[src/pkg/dcc_pkg.sv]
// package of register map, field positions and timing for the dual comparator control
`default_nettype none
package dcc_pkg;
   // register byte addresses
   localparam logic [15:0] ADDR_CH0_CONTROL   = 16'hf950;
   localparam logic [15:0] ADDR_CH0_INT_SETUP = 16'hf951;
   localparam logic [15:0] ADDR_CH0_REF_LEVEL = 16'hf952;
   localparam logic [15:0] ADDR_CH1_CONTROL   = 16'hf954;
   localparam logic [15:0] ADDR_CH1_INT_SETUP = 16'hf955;
   localparam logic [15:0] ADDR_CH1_REF_LEVEL = 16'hf956;
   localparam logic [15:0] ADDR_IRQ_STATUS    = 16'hf958;
   localparam logic [15:0] ADDR_IRQ_MASK      = 16'hf959;
   // field positions
   localparam int POS_POWER_ON   = 0;
   localparam int POS_RESULT     = 1;
   localparam int POS_EDGE_LO    = 0;
   localparam int POS_SAMPLE_LO  = 2;
   localparam int POS_REF_SOURCE = 4;
   // reset values
   localparam logic [7:0] RST_CONTROL   = 8'h00;
   localparam logic [7:0] RST_INT_SETUP = 8'h00;
   localparam logic [7:0] RST_REF_LEVEL = 8'h08;
   localparam logic [1:0] RST_MASK      = 2'h0;
   // edge modes
   localparam logic [1:0] EDGE_OFF  = 2'h0;
   localparam logic [1:0] EDGE_FALL = 2'h1;
   localparam logic [1:0] EDGE_RISE = 2'h2;
   localparam logic [1:0] EDGE_BOTH = 2'h3;
   // sampling selections
   localparam logic [1:0] SMP_NONE = 2'h0;
   localparam logic [1:0] SMP_16K  = 2'h1;
   localparam logic [1:0] SMP_128K = 2'h2;
   localparam logic [1:0] SMP_256K = 2'h3;
   // tick timing
   localparam int CLK_HZ      = 100000000;
   localparam int TICK_256K_HZ = 256000;
   localparam int DIV_256K    = CLK_HZ / TICK_256K_HZ;
   localparam logic [8:0] DIV_256K_LAST = 9'(DIV_256K - 1);
   localparam int SETTLE_MS   = 3;
endpackage
`default_nettype wire

[src/logic/dcc_top.sv]
// dual comparator control: registers, result hold, sampling and edge interrupts
//
// Summary of operation
// - two independent channels, each with enable, result, edge, sampling, reference controls.
// - channel 0 control bit 0 powers comparator 0; resets to 0.
// - channel 1 control bit 0 powers comparator 1; resets to 0.
// - channel 0 control bit 1 reads comparator 0 output; resets to 0.
// - channel 1 control bit 1 reads input above internal reference; resets to 0.
// - disabled channel keeps its last result flag value.
// - interrupt setup bits 1:0 select off, falling, rising or both edges.
// - interrupt request on matching edge only, never when mode is off.
// - interrupt setup bits 3:2 select no sampling or 16k, 128k, 256k tick.
// - in stop mode ticks halt, so no tick-based sampling happens; sampling field 0 still follows the input every clock.
// - channel 0 setup bit 4 selects internal or external reference.
// - reference level bits 3:0 pick 0.05 V steps, reset code 8.
// - channel 0 level code applies only while the internal reference is selected; channel 1 level code always applies.
// - control and setup reset to 00h, reference level to 08h.
// - each channel has its own interrupt request line.
//
// Our own choice: the address-and-strobe port.
`timescale 1ns/1ns
`default_nettype none
module dcc_top (
   input  wire logic        clk_sys_i,
   input  wire logic        rst_n_i,
   input  wire logic        clk_en_i,
   input  wire logic [15:0] addr_i,
   input  wire logic [7:0]  wdata_i,
   input  wire logic        wr_i,
   input  wire logic        rd_i,
   output logic      [7:0]  rdata_o,
   input  wire logic [1:0]  comp_out_i,
   input  wire logic        stop_mode_i,
   output logic      [1:0]  power_on_o,
   output logic             ref_external_o,
   output logic      [3:0]  level_code0_o,
   output logic      [3:0]  level_code1_o,
   output logic      [1:0]  channel_interrupt_request_o,
   output logic             irq_o
);

   ////////////////////////////////////////////////////////////////////////////////
   // register state
   logic [1:0] power_on_r;
   logic [1:0] edge_mode_r [2];
   logic [1:0] sample_sel_r [2];
   logic       ref_source_r;
   logic [3:0] level_code_r [2];
   logic [1:0] result_r;
   logic [1:0] sync1_r;
   logic [1:0] sync2_r;
   logic [1:0] level_r;
   logic [1:0] level_prev_r;
   logic [1:0] irq_stat_r;
   logic [1:0] irq_mask_r;
   logic [8:0] div_cnt_r;
   logic [3:0] div_256k_r;
   logic       tick_16k;
   logic       tick_128k;
   logic       tick_256k;
   logic [1:0] edge_hit;
   logic [1:0] sample_now;

   ////////////////////////////////////////////////////////////////////////////////
   // tick generation: 256k base, divided by 2 and 16; halted in stop mode
   always_ff @(posedge clk_sys_i or negedge rst_n_i) begin
      if (!rst_n_i) begin
         div_cnt_r  <= 9'h000;
         div_256k_r <= 4'h0;
      end else if (clk_en_i && !stop_mode_i) begin
         if (div_cnt_r == dcc_pkg::DIV_256K_LAST) begin
            div_cnt_r  <= 9'h000;
            div_256k_r <= div_256k_r + 4'h1;
         end else begin
            div_cnt_r <= div_cnt_r + 9'h001;
         end
      end
   end

   // one-cycle tick strobes
   assign tick_256k = clk_en_i && !stop_mode_i && (div_cnt_r == dcc_pkg::DIV_256K_LAST);
   assign tick_128k = tick_256k && div_256k_r[0];
   assign tick_16k  = tick_256k && (div_256k_r == 4'hf);

   ////////////////////////////////////////////////////////////////////////////////
   // register writes
   always_ff @(posedge clk_sys_i or negedge rst_n_i) begin
      if (!rst_n_i) begin
         power_on_r      <= 2'h0;
         edge_mode_r[0]  <= dcc_pkg::RST_INT_SETUP[1:0];
         edge_mode_r[1]  <= dcc_pkg::RST_INT_SETUP[1:0];
         sample_sel_r[0] <= dcc_pkg::RST_INT_SETUP[3:2];
         sample_sel_r[1] <= dcc_pkg::RST_INT_SETUP[3:2];
         ref_source_r    <= dcc_pkg::RST_INT_SETUP[4];
         level_code_r[0] <= dcc_pkg::RST_REF_LEVEL[3:0];
         level_code_r[1] <= dcc_pkg::RST_REF_LEVEL[3:0];
         irq_mask_r      <= dcc_pkg::RST_MASK;
      end else if (clk_en_i && wr_i) begin
         case (addr_i)
            dcc_pkg::ADDR_CH0_CONTROL: power_on_r[0] <= wdata_i[dcc_pkg::POS_POWER_ON];
            dcc_pkg::ADDR_CH1_CONTROL: power_on_r[1] <= wdata_i[dcc_pkg::POS_POWER_ON];
            dcc_pkg::ADDR_CH0_INT_SETUP: begin
               edge_mode_r[0]  <= wdata_i[1:0];
               sample_sel_r[0] <= wdata_i[3:2];
               ref_source_r    <= wdata_i[dcc_pkg::POS_REF_SOURCE];
            end
            dcc_pkg::ADDR_CH1_INT_SETUP: begin
               edge_mode_r[1]  <= wdata_i[1:0];
               sample_sel_r[1] <= wdata_i[3:2];
            end
            dcc_pkg::ADDR_CH0_REF_LEVEL: level_code_r[0] <= wdata_i[3:0];
            dcc_pkg::ADDR_CH1_REF_LEVEL: level_code_r[1] <= wdata_i[3:0];
            dcc_pkg::ADDR_IRQ_MASK:      irq_mask_r      <= wdata_i[1:0];
            default: ;
         endcase
      end
   end

   ////////////////////////////////////////////////////////////////////////////////
   // per-channel synchroniser, sampling, result hold and edge detect
   genvar ch;
   generate
      for (ch = 0; ch < 2; ch++) begin : g_ch
         // sampling strobe chosen by the sampling field
         always_comb begin
            case (sample_sel_r[ch])
               dcc_pkg::SMP_NONE: sample_now[ch] = clk_en_i;
               dcc_pkg::SMP_16K:  sample_now[ch] = tick_16k;
               dcc_pkg::SMP_128K: sample_now[ch] = tick_128k;
               dcc_pkg::SMP_256K: sample_now[ch] = tick_256k;
               default:           sample_now[ch] = 1'b0;
            endcase
         end

         // two-stage synchroniser for the analog output
         always_ff @(posedge clk_sys_i or negedge rst_n_i) begin
            if (!rst_n_i) begin
               sync1_r[ch] <= 1'b0;
               sync2_r[ch] <= 1'b0;
            end else if (clk_en_i) begin
               sync1_r[ch] <= comp_out_i[ch];
               sync2_r[ch] <= sync1_r[ch];
            end
         end

         // detected level follows input only while powered and on the strobe
         always_ff @(posedge clk_sys_i or negedge rst_n_i) begin
            if (!rst_n_i) begin
               level_r[ch]      <= 1'b0;
               level_prev_r[ch] <= 1'b0;
               result_r[ch]     <= 1'b0;
            end else if (clk_en_i) begin
               level_prev_r[ch] <= level_r[ch];
               if (power_on_r[ch] && sample_now[ch]) begin
                  level_r[ch]  <= sync2_r[ch];
                  result_r[ch] <= sync2_r[ch];
               end
            end
         end

         // edge match against the selected mode
         always_comb begin
            case (edge_mode_r[ch])
               dcc_pkg::EDGE_FALL: edge_hit[ch] = level_prev_r[ch] && !level_r[ch];
               dcc_pkg::EDGE_RISE: edge_hit[ch] = !level_prev_r[ch] && level_r[ch];
               dcc_pkg::EDGE_BOTH: edge_hit[ch] = level_prev_r[ch] != level_r[ch];
               default:            edge_hit[ch] = 1'b0;
            endcase
         end

         // per-channel one-cycle request line
         always_ff @(posedge clk_sys_i or negedge rst_n_i) begin
            if (!rst_n_i) begin
               channel_interrupt_request_o[ch] <= 1'b0;
            end else if (clk_en_i) begin
               channel_interrupt_request_o[ch] <= edge_hit[ch];
            end
         end

         // sticky status, set wins over write-one clear
         always_ff @(posedge clk_sys_i or negedge rst_n_i) begin
            if (!rst_n_i) begin
               irq_stat_r[ch] <= 1'b0;
            end else if (clk_en_i) begin
               if (edge_hit[ch]) begin
                  irq_stat_r[ch] <= 1'b1;
               end else if (wr_i && addr_i == dcc_pkg::ADDR_IRQ_STATUS && wdata_i[ch]) begin
                  irq_stat_r[ch] <= 1'b0;
               end
            end
         end
      end
   endgenerate

   ////////////////////////////////////////////////////////////////////////////////
   // analog-side controls and interrupt output
   always_ff @(posedge clk_sys_i or negedge rst_n_i) begin
      if (!rst_n_i) begin
         power_on_o     <= 2'h0;
         ref_external_o <= 1'b0;
         level_code0_o  <= dcc_pkg::RST_REF_LEVEL[3:0];
         level_code1_o  <= dcc_pkg::RST_REF_LEVEL[3:0];
         irq_o          <= 1'b0;
      end else if (clk_en_i) begin
         power_on_o     <= power_on_r;
         ref_external_o <= ref_source_r;
         // channel 0 level code driven only while internal reference in use, else reset code 8; channel 1 always driven
         level_code0_o  <= ref_source_r ? dcc_pkg::RST_REF_LEVEL[3:0] : level_code_r[0];
         level_code1_o  <= level_code_r[1];
         irq_o          <= |(irq_stat_r & irq_mask_r);
      end
   end

   ////////////////////////////////////////////////////////////////////////////////
   // read data, one cycle after the strobe
   always_ff @(posedge clk_sys_i or negedge rst_n_i) begin
      if (!rst_n_i) begin
         rdata_o <= 8'h00;
      end else if (clk_en_i) begin
         if (rd_i) begin
            case (addr_i)
               dcc_pkg::ADDR_CH0_CONTROL:   rdata_o <= {6'h00, result_r[0], power_on_r[0]};
               dcc_pkg::ADDR_CH1_CONTROL:   rdata_o <= {6'h00, result_r[1], power_on_r[1]};
               dcc_pkg::ADDR_CH0_INT_SETUP:
                  rdata_o <= {3'h0, ref_source_r, sample_sel_r[0], edge_mode_r[0]};
               dcc_pkg::ADDR_CH1_INT_SETUP: rdata_o <= {4'h0, sample_sel_r[1], edge_mode_r[1]};
               dcc_pkg::ADDR_CH0_REF_LEVEL: rdata_o <= {4'h0, level_code_r[0]};
               dcc_pkg::ADDR_CH1_REF_LEVEL: rdata_o <= {4'h0, level_code_r[1]};
               dcc_pkg::ADDR_IRQ_STATUS:    rdata_o <= {6'h00, irq_stat_r};
               dcc_pkg::ADDR_IRQ_MASK:      rdata_o <= {6'h00, irq_mask_r};
               default:                     rdata_o <= 8'h00;
            endcase
         end else begin
            rdata_o <= 8'h00;
         end
      end
   end

endmodule // dcc_top
`default_nettype wire

[config.mk]
export PLATFORM = sky130hd
export DESIGN_NAME = dcc_top
export DESIGN_NICKNAME = d
export VERILOG_FILES = /design/src/pkg/dcc_pkg.sv /design/src/logic/dcc_top.sv
export SDC_FILE = /design/constraint.sdc
export NUM_CORES = 1
export LEC_CHECK = 0
export ABC_CLOCK_PERIOD_IN_PS = 3800
export BUFFER_PORTS_ARGS = -buffer_cell sky130_fd_sc_hd__buf_2
export CAP_MARGIN = 10
export CORE_MARGIN = 1
export CORE_UTILIZATION = 50
export CTS_CLUSTER_SIZE = 20
export DETAILED_ROUTE_END_ITERATION = 8
export PLACE_DENSITY = 0.72
export SYNTH_ARGS = -nofsm -noshare
export SYNTH_HDL_FRONTEND = slang
export SYNTH_SLANG_ARGS = --single-unit
[constraint.sdc]
create_clock -name clk_sys_i -period 3.8 [get_ports clk_sys_i]
set_input_delay 0 -clock clk_sys_i [delete_from_list [all_inputs] [get_ports clk_sys_i]]
set_output_delay 0 -clock clk_sys_i [all_outputs]
set_load 0.05 [all_outputs]
==> out/qor.yml <==
status: "finished, final reports clean"
async_flop_share_pct: 100.0
clkTransAtPathRegs_ns: 0.08
sw_frac_of_total_pct: 25.00
gp_congestion: 0.7741
fin_hold_ws_ns: 0.05179
pwr-share-clk_pct: 40.1
worstMarginPinSlew_ns: 0.7819
tritoncts: "yes"
ir_drop_uv: 200.5
synth_area_um2: 3090
cp_top_family: "simple AND/OR/NAND/NOR gates"
dieArea_um2: 6500
die-width_um: 80.62
grt_pass1_vias: 2123
drt_iter0_drc: 131
syn2layout_area_growth_pct: 18.06
grt_pass1_wl_mm: 10.33
syn_avg_cell_area_um2: 11.62
ys_types: 43
fillCellCount: 505
yosys.area_share.simple_pct: 15.38
synth_top_family_by_area: "simple AND/OR/NAND/NOR gates"
maxCapViolCount: 0
cts_setup_buffers: 0
crit_path_cell_trace: "ha_1 > nand4bb_1 > nor3_2 > mux2_2"
synth-seq-cells: 63
antenna_cells: 0
skew_ns: 0.01007
regToRegEndpoint: "div_256k_r[1]$_DFFE_PN0N_"
synthAdderAreaFrac_pct: 2.834
placedCellCount: 379
start_util_pct: 51.89
path_depth: 4
setup_tns_ns: 0
yosysWarnings: 0
p_int_mw: 1.093
ios: 54
clock_path_buffers: 2
cts_max_level: 3
period_share_pct: 52.10
drc: 0
reg2reg_depth: 4
end_kind: "register"
synth.area.mux_share_pct: 15.26
crit_arrival_ns: 2.19
power-per-cell-area_nw_per_um2: 399.4
slew_viol_final: 0
final_util_pct: 61.26
synth_xor_area_share_pct: 2.834
track_usage_pct: 21.22
firstDrtPassIters: 4
ys_seq_area_share_pct: 51.17
synth_area_leaders: "dfrtp_1, mux2_2, dfstp_2"
cts_buffers: 9
multi_input_area_um2: 1408
drive_gt1_share_pct: 31.80
p_comb_share_pct: 9.5
setup_slack_ns: 1.820
nNetsFinal: 361
fin_crit_ns: 1.980
synth-main-ff-cell: "dfrtp_1"
setup_viol: 0
synth_edf_count: 0
cp_slowest_cell: "nor3_2"
dp_hpwl_mm: 4.405
hp-class: "in -> reg"
ctsResizeCount: 0
holdPathStages: 2
netlist_instances: 266
clock_latency_ns: 0.33
max_stage_delay_ns: 0.57
synth_top_area_cell: "dfrtp_1"
synth-compound-area-share_pct: 8.866
critical_path_class: "reg -> reg"
r2r_start: "div_cnt_r[0]$_DFFE_PN0P_"
via_per_inst: 5.428
hold_path.startpoint: "wdata_i[0]"
seqPwrFrac_pct: 50.5
vias: 2182
root_buffer: "clkbuf_8"
seqCellArea_um2: 1582
instances_no_fill: 402
p_total_mw: 1.457
drt.antenna.violating_nets: 0
p_switching_mw: 0.3644
timing.slew.headroom_pct: 47.87
antenna_found_initial: 0
wl_per_cell_um: 15.35
cellLeakagePower_nw: 1.715
wl_mm: 6.171
numPortBuffers: 47
hold_viol_final: 0
core_um2: 5956
crit_buf_inv: 0
grt_setup_unrepaired: "false"
clock.fmax_mhz: 505.1
reg2reg_slack_ns: 1.82
rows: 28
dp_slack_ns: 1.815
holdPathEnd: "level_code_r[4]$_DFFE_PN0P_"
crit_required_ns: 4.01
dieHeight_um: 80.62
dpl_cell_area_um2: 3378
cts_sinks: 63
grt-ovfl-total: 0
grt_max_degree: 64
worstPathMaxFanout: 8
setup.worst_path.start_class: "register"
fin_area_um2: 3649
synth_top_area_share_pct: 47.77
sequential cells by signal, indices dropped and copies added (netlist names):
name	flops
div_cnt_r	9
level_code_r	8
rdata_o	5
div_256k_r	4
edge_mode_r	4
level_code0_o	4
level_code1_o	4
sample_sel_r	4
channel_interrupt_request_o	2
irq_mask_r	2
irq_stat_r	2
level_prev_r	2
level_r	2
power_on_o	2
power_on_r	2
sync1_r	2
sync2_r	2
irq_o	1
ref_external_o	1
ref_source_r	1
cell type report:
class,count,share of cell area (%)
clock inverter,4,1.235
multi-input combinational,180,38.58
clock buffer,12,4.252
inverter,12,1.235
sequential,63,43.35
tap,75,2.572
timing repair buffer,56,8.779
cell usage after synthesis (4+ instances only):
cell type and instances:
clkbuf_1 6, nor2_1 18, mux2_2 28, mux2_1 5, xnor2_1 5, nor3_1 7
nand2_1 15, nand3_1 6, nor2b_1 4, o2bb2ai_1 10, mux2i_1 10, dfstp_2 4
a22o_1 4, dfrtp_1 59, o21ai_0 4, nand4_1 7, nor4_1 6, xor2_1 5
ha_1 7, o32ai_1 4, a21oi_1 7, inv_1 11
worst reg2reg max path: stages, from the launching register on:
cell and delay, ns:
dfrtp_1 0.46, ha_1 0.19, nand4bb_1 0.25, nor3_2 0.57, mux2_2 0.40
routing by layer:
metal,routed length (um),GRT usage [%]
met3,305,4.659
met1,3080,30.15
met4,99,9.107
met5,0,0
met2,2685,31.02
worst max path at each step:
| stage | from | end |
|---|---|---|
| 6_report | div_cnt_r[0]$_DFFE_PN0P_ | div_256k_r[1]$_DFFE_PN0N_ |
| 3_5_place_dp | div_cnt_r[0]$_DFFE_PN0P_ | div_256k_r[1]$_DFFE_PN0N_ |
| 3_3_place_gp | div_cnt_r[0]$_DFFE_PN0P_ | div_256k_r[1]$_DFFE_PN0N_ |
| 2_1_floorplan | div_cnt_r[0]$_DFFE_PN0P_ | div_256k_r[1]$_DFFE_PN0N_ |
| 5_1_grt | div_cnt_r[0]$_DFFE_PN0P_ | div_256k_r[3]$_DFFE_PN0N_ |
| 4_1_cts | div_cnt_r[0]$_DFFE_PN0P_ | div_256k_r[1]$_DFFE_PN0N_ |
layout by cell type, fill, tap and decap left out, drive strengths merged, types with 2 or more instances in the layout:
cell type and instances:
clkinv 4, nand4 7, nor4 7, a22oi 3, nand2 15, dlygate4sd3 7
ha 7, a21oi 7, nor2b 4, nand3 9, clkbuf 12, dfrtp 59
buf 49, o211ai 2, inv 11, dfstp 4, nor2 18, conb 3
o32ai 4, a22o 4, mux2 33, xor2 5, nand4bb 4, o2bb2ai 10
nor3 8, o21ai 4, xnor2 5, nand2b 3, mux2i 10
power by group through the flow:
stage	Clock, mW	Combinational (mW)	Sequential (mW)
4_1_cts	0.596	0.140	0.735
3_5_place_dp	0	0.134	0.746
2_1_floorplan	0	0.0804	0.749
3_3_place_gp	0	0.130	0.746
6_report	0.584	0.138	0.735
5_1_grt	0.621	0.155	0.740
what timing repair did:
action,CTS,global route
hold buffers,7,0
hold endpoints to repair,71,0
endpoints found under the setup margin,0,0
cells by family after synthesis:
family,count (synthesis)
flops,63
simple gates,80
buf+inv,25
mux,43
xor+xnor,10
fa+ha+maj,7
compound gates,37
other cells,1
No activity file was read; power rests on OpenSTA's default activity.
